$ cat src/pkg/lsf_defs.svh
// constants for the load switch fault supervisor
`ifndef LSF_DEFS_SVH
`define LSF_DEFS_SVH

// ----------------------------------------------------------
// timing
// ----------------------------------------------------------
`define LSF_CLK_MHZ 250
`define LSF_BLANK_US 37000
`define LSF_RETRY_US 555000
`define LSF_CNT_W 32

// ----------------------------------------------------------
// register word indexes, byte address is four times these
// ----------------------------------------------------------
`define LSF_REG_CTRL 2'h0
`define LSF_REG_STAT 2'h1
`define LSF_REG_EVT 2'h2
`define LSF_REG_MASK 2'h3

// ----------------------------------------------------------
// fields
// ----------------------------------------------------------
`define LSF_CTRL_RETRY 0
`define LSF_EVT_OC 0
`define LSF_EVT_HOT 1
`define LSF_EVT_RETRY 2
`define LSF_EVT_W 3
`define LSF_MASK_RST 3'h0
`define LSF_STAT_W 8

`endif

$ cat src/pkg/lsf_pkg.sv
// types shared by the load switch fault supervisor
package lsf_pkg;

  typedef enum logic [1:0] {
    lsf_off,
    lsf_run,
    lsf_retry,
    lsf_latch
  } lsf_state_t;

  // raw comparator results from the analog front end
  typedef struct packed {
    logic fwd;
    logic rev;
    logic hot;
  } lsf_sense_t;

endpackage : lsf_pkg
$ cat src/hw/lsf_sync.sv
// two flop synchroniser for asynchronous pin levels
`timescale 1ns/1ps
module lsf_sync #(
  parameter int W = 1
) (
  input wire logic mclk, // system clock
  input wire logic sys_rst, // synchronous reset
  input wire logic [W-1:0] d, // asynchronous levels
  output logic [W-1:0] q // synchronised levels
);
  logic [W-1:0] s1_ff;
  logic [W-1:0] s2_ff;

  always_ff @(posedge mclk) begin
    if (sys_rst) begin
      s1_ff <= '0;
      s2_ff <= '0;
    end else begin
      s1_ff <= d;
      s2_ff <= s1_ff;
    end
  end

  assign q = s2_ff;
endmodule : lsf_sync

$ cat src/hw/lsf_timer.sv
// interval counter that runs while enabled
`timescale 1ns/1ps
`include "lsf_defs.svh"
module lsf_timer #(
  parameter logic [`LSF_CNT_W-1:0] LIM = 1
) (
  input wire logic mclk, // system clock
  input wire logic sys_rst, // synchronous reset
  input wire logic en, // count while high, clear when low
  output logic done // high from the last cycle of the interval until en drops
);
  logic [`LSF_CNT_W-1:0] cnt_ff;

  // dropping en restarts the interval from zero
  always_ff @(posedge mclk) begin
    if (sys_rst || !en) begin
      cnt_ff <= '0;
    end else if (!done) begin
      cnt_ff <= cnt_ff + 1'b1;
    end
  end

  assign done = en && (cnt_ff == LIM - 1'b1);
endmodule : lsf_timer

$ cat src/hw/lsf_top.sv
// fault supervisor of a current-limited load switch
`timescale 1ns/1ps
`include "lsf_defs.svh"
module lsf_top
  import lsf_pkg::*;
#(
  parameter logic AUTORETRY = 1'b1,
  parameter logic [`LSF_CNT_W-1:0] BLANK_CYC =
    `LSF_BLANK_US * `LSF_CLK_MHZ,
  parameter logic [`LSF_CNT_W-1:0] RETRY_CYC =
    `LSF_RETRY_US * `LSF_CLK_MHZ
) (
  input wire logic mclk, // 250 MHz clock
  input wire logic sys_rst, // power-on reset, sync
  input wire logic sw_on, // switch-enable pin
  input wire logic lim_sel, // limit-select pin
  input wire logic flag_in, // fault pin level
  input wire lsf_pkg::lsf_sense_t sense, // comparators
  output logic sw_gate, // pass switch closed
  output logic lim_hi, // 500mA threshold chosen
  output logic sel_pd_en, // select pulldown applied
  output logic flag_out, // fault pin drive level
  output logic flag_oe, // fault pin pulled low
  input wire logic [1:0] avs_address, // word index
  input wire logic avs_read, // read request
  input wire logic avs_write, // write request
  input wire logic [31:0] avs_writedata, // write data
  input wire logic [3:0] avs_byteenable, // lanes
  output logic [31:0] avs_readdata, // read data
  output logic avs_waitrequest, // stall
  output logic irq // level interrupt
);
  import lsf_pkg::*;

  // ----------------------------------------------------------
  // pin synchronisers
  // ----------------------------------------------------------
  logic [5:0] pins_s;
  logic on_s;
  logic sel_s;
  logic flag_s;
  lsf_sense_t sense_s;

  lsf_sync #(.W(6)) u_sync (
    .mclk(mclk),
    .sys_rst(sys_rst),
    .d({sw_on, lim_sel, flag_in, sense}),
    .q(pins_s)
  );

  assign on_s = pins_s[5];
  assign sel_s = pins_s[4];
  assign flag_s = pins_s[3];
  assign sense_s = pins_s[2:0];

  logic oc_s;
  assign oc_s = sense_s.fwd | sense_s.rev;

  // ----------------------------------------------------------
  // limit selection
  // ----------------------------------------------------------
  logic sel_d_ff;
  logic sel_rise;
  logic pd_ff;
  logic lim_ff;

  always_ff @(posedge mclk) begin
    if (sys_rst) begin
      sel_d_ff <= 1'b0;
    end else begin
      sel_d_ff <= sel_s;
    end
  end

  // synchroniser clears at reset, so a select pin that rose
  // with the supply also shows up here as a rising edge
  assign sel_rise = sel_s && !sel_d_ff;

  always_ff @(posedge mclk) begin
    if (sys_rst) begin
      pd_ff <= 1'b1;
    end else if (sel_rise) begin
      pd_ff <= 1'b0;
    end
  end

  // while the pulldown holds, the pin can only read low;
  // the host must overpower it for the first rise
  always_ff @(posedge mclk) begin
    if (sys_rst) begin
      lim_ff <= 1'b0;
    end else if (sel_rise || !pd_ff) begin
      lim_ff <= sel_s;
    end
  end

  // ----------------------------------------------------------
  // control registers
  // ----------------------------------------------------------
  logic retry_mode_ff;
  logic [`LSF_EVT_W-1:0] mask_ff;
  logic [`LSF_EVT_W-1:0] evt_ff;
  logic acc;
  logic wr_ctrl;
  logic wr_mask;
  logic rd_evt;

  assign acc = (avs_read || avs_write) && !avs_waitrequest;
  assign wr_ctrl = acc && avs_write && avs_byteenable[0] &&
    (avs_address == `LSF_REG_CTRL);
  assign wr_mask = acc && avs_write && avs_byteenable[0] &&
    (avs_address == `LSF_REG_MASK);
  assign rd_evt = acc && avs_read &&
    (avs_address == `LSF_REG_EVT);

  // variant comes from the build, software may override it
  always_ff @(posedge mclk) begin
    if (sys_rst) begin
      retry_mode_ff <= AUTORETRY;
    end else if (wr_ctrl) begin
      retry_mode_ff <= avs_writedata[`LSF_CTRL_RETRY];
    end
  end

  always_ff @(posedge mclk) begin
    if (sys_rst) begin
      mask_ff <= `LSF_MASK_RST;
    end else if (wr_mask) begin
      mask_ff <= avs_writedata[`LSF_EVT_W-1:0];
    end
  end

  // ----------------------------------------------------------
  // interval timers
  // ----------------------------------------------------------
  lsf_state_t st_ff;
  lsf_state_t nxt_st;
  logic blank_en;
  logic blank_done;
  logic retry_done;

  // blanking runs only while closed and in limit
  assign blank_en = (st_ff == lsf_run) && oc_s && on_s;

  lsf_timer #(.LIM(BLANK_CYC)) u_blank (
    .mclk(mclk),
    .sys_rst(sys_rst),
    .en(blank_en),
    .done(blank_done)
  );

  lsf_timer #(.LIM(RETRY_CYC)) u_retry (
    .mclk(mclk),
    .sys_rst(sys_rst),
    .en(st_ff == lsf_retry),
    .done(retry_done)
  );

  // ----------------------------------------------------------
  // switch state machine
  // ----------------------------------------------------------
  always_comb begin
    nxt_st = st_ff;
    case (st_ff)
      lsf_off: begin
        if (on_s) begin
          nxt_st = lsf_run;
        end
      end
      lsf_run: begin
        if (sense_s.hot) begin
          nxt_st = lsf_latch;
        end else if (blank_done) begin
          nxt_st = retry_mode_ff ? lsf_retry : lsf_latch;
        end
      end
      lsf_retry: begin
        if (sense_s.hot) begin
          nxt_st = lsf_latch;
        end else if (retry_done) begin
          nxt_st = lsf_run;
        end
      end
      lsf_latch: begin
        nxt_st = lsf_latch;
      end
      default: begin
        nxt_st = lsf_off;
      end
    endcase
    if (!on_s) begin
      nxt_st = lsf_off;
    end
  end

  // cyc_ff keeps the flag low across a reclosed blanking
  // window while the overcurrent is still there
  logic cyc_ff;
  logic nxt_cyc;
  logic nxt_flag;

  always_comb begin
    nxt_cyc = cyc_ff;
    if (nxt_st == lsf_retry) begin
      nxt_cyc = 1'b1;
    end else if (nxt_st != lsf_run || !oc_s) begin
      nxt_cyc = 1'b0;
    end
  end

  assign nxt_flag = (nxt_st == lsf_retry) ||
    (nxt_st == lsf_latch) || (nxt_st == lsf_run && nxt_cyc);

  always_ff @(posedge mclk) begin
    if (sys_rst) begin
      st_ff <= lsf_off;
      cyc_ff <= 1'b0;
    end else begin
      st_ff <= nxt_st;
      cyc_ff <= nxt_cyc;
    end
  end

  // ----------------------------------------------------------
  // pin outputs
  // ----------------------------------------------------------
  logic gate_ff;
  logic flag_oe_ff;
  logic flag_out_ff;

  always_ff @(posedge mclk) begin
    if (sys_rst) begin
      gate_ff <= 1'b0;
      flag_oe_ff <= 1'b0;
      flag_out_ff <= 1'b0;
    end else begin
      gate_ff <= (nxt_st == lsf_run);
      flag_oe_ff <= nxt_flag;
      flag_out_ff <= 1'b0;
    end
  end

  // ----------------------------------------------------------
  // events and interrupt
  // ----------------------------------------------------------
  logic [`LSF_EVT_W-1:0] evt_set;
  logic irq_ff;

  assign evt_set[`LSF_EVT_OC] = (st_ff == lsf_run) &&
    blank_done && !sense_s.hot;
  assign evt_set[`LSF_EVT_HOT] = (st_ff != lsf_latch) &&
    (st_ff != lsf_off) && sense_s.hot && on_s;
  assign evt_set[`LSF_EVT_RETRY] = (st_ff == lsf_retry) &&
    retry_done && on_s && !sense_s.hot;

  // read data is captured a cycle before the read completes, so
  // only bits already shown to software are cleared; an event
  // landing in the wait cycle or the clearing cycle survives
  always_ff @(posedge mclk) begin
    if (sys_rst) begin
      evt_ff <= '0;
    end else begin
      evt_ff <= (evt_ff & ~(rd_evt ? rdata_ff[`LSF_EVT_W-1:0] : '0)) |
        evt_set;
    end
  end

  always_ff @(posedge mclk) begin
    if (sys_rst) begin
      irq_ff <= 1'b0;
    end else begin
      irq_ff <= |(evt_ff & mask_ff);
    end
  end

  // ----------------------------------------------------------
  // avalon slave, one wait cycle per access
  // ----------------------------------------------------------
  logic wait_ff;
  logic [31:0] rdata_ff;
  logic [31:0] nxt_rdata;
  logic [`LSF_STAT_W-1:0] stat;

  assign stat = {flag_s, on_s, pd_ff, lim_ff,
    flag_oe_ff, gate_ff, st_ff};

  always_comb begin
    nxt_rdata = '0;
    case (avs_address)
      `LSF_REG_CTRL: nxt_rdata[`LSF_CTRL_RETRY] = retry_mode_ff;
      `LSF_REG_STAT: nxt_rdata[`LSF_STAT_W-1:0] = stat;
      `LSF_REG_EVT: nxt_rdata[`LSF_EVT_W-1:0] = evt_ff;
      `LSF_REG_MASK: nxt_rdata[`LSF_EVT_W-1:0] = mask_ff;
      default: nxt_rdata = '0;
    endcase
  end

  always_ff @(posedge mclk) begin
    if (sys_rst) begin
      wait_ff <= 1'b1;
      rdata_ff <= '0;
    end else if (wait_ff && (avs_read || avs_write)) begin
      wait_ff <= 1'b0;
      rdata_ff <= avs_read ? nxt_rdata : '0;
    end else begin
      wait_ff <= 1'b1;
    end
  end

  assign sw_gate = gate_ff;
  assign lim_hi = lim_ff;
  assign sel_pd_en = pd_ff;
  assign flag_out = flag_out_ff;
  assign flag_oe = flag_oe_ff;
  assign avs_readdata = rdata_ff;
  assign avs_waitrequest = wait_ff;
  assign irq = irq_ff;
endmodule : lsf_top

$ cat config.mk
export PLATFORM = sky130hd
export DESIGN_NAME = lsf_top
export DESIGN_NICKNAME = d
export VERILOG_FILES = /design/src/pkg/lsf_pkg.sv /design/src/hw/lsf_sync.sv /design/src/hw/lsf_timer.sv /design/src/hw/lsf_top.sv
export VERILOG_INCLUDE_DIRS = /design/src /design/src/pkg
export SDC_FILE = /design/constraint.sdc
export NUM_CORES = 1
export LEC_CHECK = 0
export BUFFER_PORTS_ARGS = -buffer_cell sky130_fd_sc_hd__buf_4
export CELL_PAD_IN_SITES_DETAIL_PLACEMENT = 2
export CELL_PAD_IN_SITES_GLOBAL_PLACEMENT = 2
export CORE_MARGIN = 3
export CORE_UTILIZATION = 33
export CTS_CLUSTER_DIAMETER = 150
export CTS_CLUSTER_SIZE = 20
export DETAILED_ROUTE_END_ITERATION = 10
export PLACE_DENSITY = 0.79
export SYNTH_ARGS = -nofsm -noshare
export SYNTH_HDL_FRONTEND = slang
export SYNTH_SLANG_ARGS = --single-unit
$ cat constraint.sdc
create_clock -name mclk -period 3.4 [get_ports mclk]
set_input_delay 0.34 -clock mclk [delete_from_list [all_inputs] [get_ports mclk]]
set_output_delay 0.34 -clock mclk [all_outputs]
set_load 0.01 [all_outputs]
==> results.sh, run 1 <==
export IMPL_layout_drive_gt1_share_pct=11.03
export IMPL_min_to="u_sync.s1_ff[1]"
export IMPL_critPathMaxFanout=7
export IMPL_io_pins=87
export IMPL_grt_pass1_vias=3760
export IMPL_core_area_um2=12930
export IMPL_critical_path_top_delay_family="simple AND/OR/NAND/NOR gates"
export IMPL_diodes=0
export IMPL_rsz0062_at_grt="no"
export IMPL_viasPerCell=4.878
export IMPL_dp_hpwl_um=7579
export IMPL_grt_total_usage_pct=15.03
export IMPL_nets=575
export IMPL_areaGrowthSynthToFinish_pct=13.61
export IMPL_p_per_area_nw_per_um2=452.2
export IMPL_yosys_cell_count_top_type="dfxtp_1"
export IMPL_synth_edf_count=0
export IMPL_max_freq_mhz=345.6
export IMPL_cts_sinks=101
export IMPL_final_cells=698
export IMPL_antenna_found_initial=0
export IMPL_dr_first_iter_drc_count=140
export IMPL_max_slew_worst_pin_slew_ns=0.7133
export IMPL_synth_area_top_cells="dfxtp_1 45%, nor2_1 7.1%, xor2_1 6.9%"
export IMPL_cp_data_required_time_ns=3.67
export IMPL_yosys_top_cells_count="101 x dfxtp_1, 84 x nor2_1, 35 x xor2_1"
export IMPL_crit_path_top_delay_cell="or4_4"
export IMPL_post_route_min_period_ns=2.893
export IMPL_crit_path_cell_trace="ha_1, o211ai_1, or4_4, nor3_4, mux2i_1, a2111oi_4, mux2i_1"
export IMPL_dr_max_layer_used="met4"
export IMPL_dieArea_um2=14970
export IMPL_yosysWarnings=0
export IMPL_ant_nets=0
export IMPL_cap_violations=0
export IMPL_yosysSeqAreaShare_pct=45.25
export IMPL_finalSetupViolCount=0
export IMPL_place_gp_congestion=0.7399
export IMPL_crit_buf_inv=0
export IMPL_r2r_end="cyc_ff"
export IMPL_yosysTopAreaCell="dfxtp_1"
export IMPL_synth_cells=491
export IMPL_hp_start="sense[1]"
export IMPL_die_x_um=122.4
export IMPL_path_class="flip-flop to flip-flop"
export IMPL_avgSynthCellArea_um2=9.100
export IMPL_grt_ovfl_total=0
export IMPL_maxSlewViolCount=0
export IMPL_async_reset_ff_share_pct=0
export IMPL_regToRegSetupSlack_ns=0.51
export IMPL_first_pass_iters=4
export IMPL_die_h_um=122.4
export IMPL_startpoint="st_ff[0]"
export IMPL_routed_wirelength_um=10730
export IMPL_cts_htree_levels=3
export IMPL_dp_cells=682
export IMPL_ys_ff_latch=101
export IMPL_p_leak_uw=0.001780
export IMPL_root_buffer="clkbuf_16"
export IMPL_cp_start_kind="flip-flop"
export IMPL_r2r_cells=7
export IMPL_clk_pin_slew_ns=0.08
export IMPL_ys_flop_type="dfxtp_1"
export IMPL_clkLatencyLatePin_ns=0.35
export IMPL_drt_met1_wl_um=4713
export IMPL_cts_resized=0
export IMPL_drc=0
export IMPL_ir_worst_vdd_mv=0.2252
export IMPL_cts_made_buffers=9
export IMPL_critical_path_depth=7
export IMPL_post_cts_buffers=0
export IMPL_cpMostUsedCell="mux2i_1"
export IMPL_setup_tns_ns=0
export IMPL_fin_crit_sh_pct=85.09
export IMPL_hold_viol=0
export IMPL_floorplan_initialDensity_pct=34.56
export IMPL_wl_per_cell_um=15.37
export IMPL_grt_max_degree=37
export IMPL_cpPeakStageDelay_ns=0.57
export IMPL_grt_pass1_wl_um=18230
export IMPL_end_kind="flip-flop"
export IMPL_wl_met3_um=211
export IMPL_finalClockSkew_ns=0.005893
export IMPL_port_buffers=29
export IMPL_status="completed"
export IMPL_whs_path_depth=2
export IMPL_critPathArrivalTime_ns=3.17
export IMPL_cts_tree="done"
export IMPL_yosysUniqueCellTypes=48
export IMPL_synth_top_area_share_pct=45.25
export IMPL_hold_class="input port to flip-flop"
export IMPL_cts_hold_buf=0
export IMPL_vias=3405
export IMPL_regToRegStartpoint="st_ff[0]"
export IMPL_rows=41
export IMPL_cts_path_max_buffers=2
export IMPL_synth_area_um2=4468
export IMPL_met2_length_um=5664
export IMPL_slew_headroom_pct=52.01
-- layer usage --
metal  vias up  global-route usage, %
met1      1667                  17.36
met2        28                  28.00
met5         -                      0
li1       1697                      -
met3        13                  2.811
met4         0                  4.479
-- placed cells by master, fill, tap and decap left out, drive strengths merged, types with 14 or more instances in the layout --
| cell type | n |
|---|---|
| nand4 | 14 |
| xor2 | 35 |
| dfxtp | 101 |
| nor2b | 20 |
| buf | 32 |
| nor2 | 84 |
| conb | 25 |
| xnor2 | 20 |
| nand3 | 26 |
| nand2 | 24 |
-- layout make-up --
cell class | count | area, µm²
Fill cell | 1454 | 7851
Multi-Input combinational cell | 371 | 2277
Sequential cell | 101 | 2022
Timing Repair Buffer | 32 | 240.2
Clock buffer | 9 | 225.2
Tap cell | 172 | 215.2
Clock inverter | 7 | 73.82
Inverter | 6 | 22.52
-- stage by stage --
step,instance area (µm²),utilization [%],power (µW),worst slack (ns),hold slack (ns)
finish,5076,39.27,2296,0.5069,0.2017
global route,5076,39.27,2389,0.3385,0.2063
CTS,5076,39.27,2337,0.4882,0.1890
detailed placement,4777,36.95,1301,0.5684,0.4347
global placement,4777,36.95,1297,0.6944,0.4206
floorplan,4558,-,1291,1.006,0.4138
-- kinds of logic (layout without fill, tap and decap cells) --
kind of cell	Yosys count	in the layout	share of synthesized area (%)
multiplexers	11	11	2.800
adder cells (fa/ha/maj)	6	6	1.680
other	1	25	0.08393
AND/OR/NAND/NOR	235	235	27.53
buffers and inverters	43	54	5.797
flip-flops	101	101	45.25
XOR/XNOR	55	55	10.78
AO/OA/AOI/OAI	39	39	6.077
-- sequential cells by signal, summed over array words and instances, names as in the netlist, 2 cells and up --
name and flops:
avs_readdata 8, evt_ff 3, u_sync.s1_ff 6, st_ff 2
mask_ff 3, u_retry.cnt_ff 32, u_sync.q 6, u_blank.cnt_ff 32
-- power breakdown --
group          internal (µW)  switching (µW)  leakage (µW)
Clock                    523             500      0.000148
Sequential              1190            9.52      0.000817
Combinational           29.0            41.2      0.000815
-- worst max-delay path by stage --
| stage | end | slack [ns] |
|---|---|---|
| 4_1_cts | cyc_ff | 0.49 |
| 2_1_floorplan | cyc_ff | 1.01 |
| 5_1_grt | cyc_ff | 0.34 |
| 3_5_place_dp | cyc_ff | 0.57 |
| 3_3_place_gp | cyc_ff | 0.69 |
| 6_report | cyc_ff | 0.51 |
No activity file was read; power rests on OpenSTA's default activity.
==> run 2: changes to the inputs <==
--- a/config.mk
+++ b/config.mk
@@ -15,6 +15,7 @@
 export CTS_CLUSTER_SIZE = 20
 export DETAILED_ROUTE_END_ITERATION = 10
 export PLACE_DENSITY = 0.79
+export RECOVER_POWER = 50
 export SYNTH_ARGS = -nofsm -noshare
 export SYNTH_HDL_FRONTEND = slang
 export SYNTH_SLANG_ARGS = --single-unit
==> run 2 against run 1 <==
The flow now finishes with violations (max-capacitance violations, max-slew violations). Global-route usage did not move. Clock skew is essentially flat. Routed wire length grew 0.28%. Setup slack worse by 0.0044 ns. Die area did not move. Register-to-register slack about the same. Non-clock buffer count stayed put. Combinational power down 4.3%. Largest cell class unchanged. Largest power group unchanged.
==> results.sh, run 2 (same netlist as run 1, synthesis figures left out) <==
export IMPL_clk_pin_slew_ns=0.08
export IMPL_crit_path_top_delay_cell="or4_4"
export IMPL_cts_htree_levels=3
export IMPL_grt_pass1_wl_um=18230
export IMPL_hold_class="input port to flip-flop"
export IMPL_violations="max-capacitance violations, max-slew violations"
export IMPL_setup_tns_ns=0
export IMPL_fin_ws_ns=0.5025
export IMPL_ant_nets=0
export IMPL_vias=3414
export IMPL_dieArea_um2=14970
export IMPL_cts_resized=0
export IMPL_cap_violations=1
export IMPL_end_kind="flip-flop"
export IMPL_wl_per_cell_um=15.41
export IMPL_grt_pass1_vias=3760
export IMPL_rows=41
export IMPL_cpPeakStageDelay_ns=0.57
export IMPL_cpMostUsedCell="mux2i_1"
export IMPL_die_x_um=122.4
export IMPL_critical_path_top_delay_family="simple AND/OR/NAND/NOR gates"
export IMPL_dpl_worst_slack_ns=0.5684
export IMPL_finalSetupViolCount=0
export IMPL_diodes=0
export IMPL_core_area_um2=12930
export IMPL_drc=0
export IMPL_p_leak_uw=0.001716
export IMPL_dr_first_iter_drc_count=171
export IMPL_post_route_min_period_ns=2.898
export IMPL_rsz0062_at_grt="no"
export IMPL_antenna_found_initial=0
export IMPL_root_buffer="clkbuf_16"
export IMPL_final_common_cell="dfxtp_1"
export IMPL_grt_ovfl_total=0
export IMPL_r2r_end="cyc_ff"
export IMPL_final_util_pct=38.80
export IMPL_fin_crit_sh_pct=85.22
export IMPL_r2r_cells=7
export IMPL_first_pass_iters=4
export IMPL_clkLatencyLatePin_ns=0.35
export IMPL_nets=575
export IMPL_post_cts_buffers=0
export IMPL_cts_path_max_buffers=2
export IMPL_regToRegSetupSlack_ns=0.50
export IMPL_finalPower_uw=2291
export IMPL_floorplan_initialDensity_pct=34.56
export IMPL_routed_wirelength_um=10760
export IMPL_regToRegStartpoint="st_ff[0]"
export IMPL_grt_max_degree=37
export IMPL_finalClockSkew_ns=0.005897
export IMPL_p_per_area_nw_per_um2=456.7
export IMPL_cp_data_required_time_ns=3.67
export IMPL_hp_start="sense[1]"
export IMPL_critPathMaxFanout=7
export IMPL_areaGrowthSynthToFinish_pct=12.27
export IMPL_viasPerCell=4.891
export IMPL_cts_sinks=101
export IMPL_io_pins=87
export IMPL_whs_path_depth=2
export IMPL_path_class="flip-flop to flip-flop"
export IMPL_dp_hpwl_um=7579
export IMPL_crit_path_cell_trace="ha_1, o211ai_1, or4_4, nor3_4, mux2i_1, a2111oi_4, mux2i_1"
export IMPL_layout_common_cells="101 x dfxtp_1, 84 x nor2_1, 35 x xor2_1"
export IMPL_cp_start_kind="flip-flop"
export IMPL_slew_headroom_pct=-22.77
export IMPL_ir_worst_vdd_mv=0.2249
export IMPL_max_freq_mhz=345.1
export IMPL_die_h_um=122.4
export IMPL_hold_viol=0
export IMPL_cts_hold_buf=0
export IMPL_cts_made_buffers=9
export IMPL_status="complete, but fails checks"
export IMPL_place_gp_congestion=0.7399
export IMPL_max_slew_worst_pin_slew_ns=1.842
export IMPL_port_buffers=29
export IMPL_layout_drive_gt1_share_pct=7.795
export IMPL_critPathArrivalTime_ns=3.17
export IMPL_grt_total_usage_pct=15.03
export IMPL_cts_tree="done"
export IMPL_timing_hold_ws_ns=0.2028
export IMPL_maxSlewViolCount=33
export IMPL_crit_buf_inv=0
export IMPL_min_to="u_sync.s1_ff[1]"
==> run 2: cell types whose count changed in the layout (fill, tap and decap cells not counted) <==
cell      change
buf_4        -16
clkbuf_1     +16
or2_0         +1
or2_2         -1
==> run 2: metrics by stage <==
| stage | cells | area (µm²) |
|---|---|---|
| 4_1_cts | 698 | 5076 |
| 6_report | 698 | 5016 |
| 5_1_grt | 698 | 5016 |
| 3_5_place_dp | 682 | 4777 |
| 2_1_floorplan | 515 | 4558 |
| 3_3_place_gp | 682 | 4777 |
==> run 2: power by group <==
group / switching, µW / leakage, µW / internal (µW)
clock network: 499 / 0.000148 / 523
registers: 9.31 / 0.000817 / 1190
logic: 41.3 / 0.000751 / 25.8
total: 549 / 0.00172 / 1740
==> run 2: layer usage <==
layer	vias to the layer above	wire, µm	GRT usage [%]
met1	1673	4732	17.36
met5	-	0	0
met2	31	5644	28.00
li1	1696	-	-
met3	14	242	2.811
met4	0	140	4.479
==> run 2: how the worst max path moves through the flow <==
| stage | start | endpoint | slack (ns) | cells after the start |
|---|---|---|---|---|
| floorplan | st_ff[0] | cyc_ff | 1.01 | 7 |
| global placement | st_ff[0] | cyc_ff | 0.69 | 7 |
| detailed placement | st_ff[0] | cyc_ff | 0.57 | 7 |
| CTS | st_ff[0] | cyc_ff | 0.49 | 7 |
| global route | sys_rst | u_blank.cnt_ff[28] | 0.17 | 3 |
| finish | st_ff[0] | cyc_ff | 0.50 | 7 |
==> run 2: layout make-up <==
class / count / area [µm²]
tap: 172 / 215.2
inverter: 6 / 22.52
clock inverter: 7 / 73.82
fill: 1470 / 7911
sequential: 101 / 2022
clock buffer: 9 / 225.2
multi-input combinational: 371 / 2277
timing repair buffer: 32 / 180.2
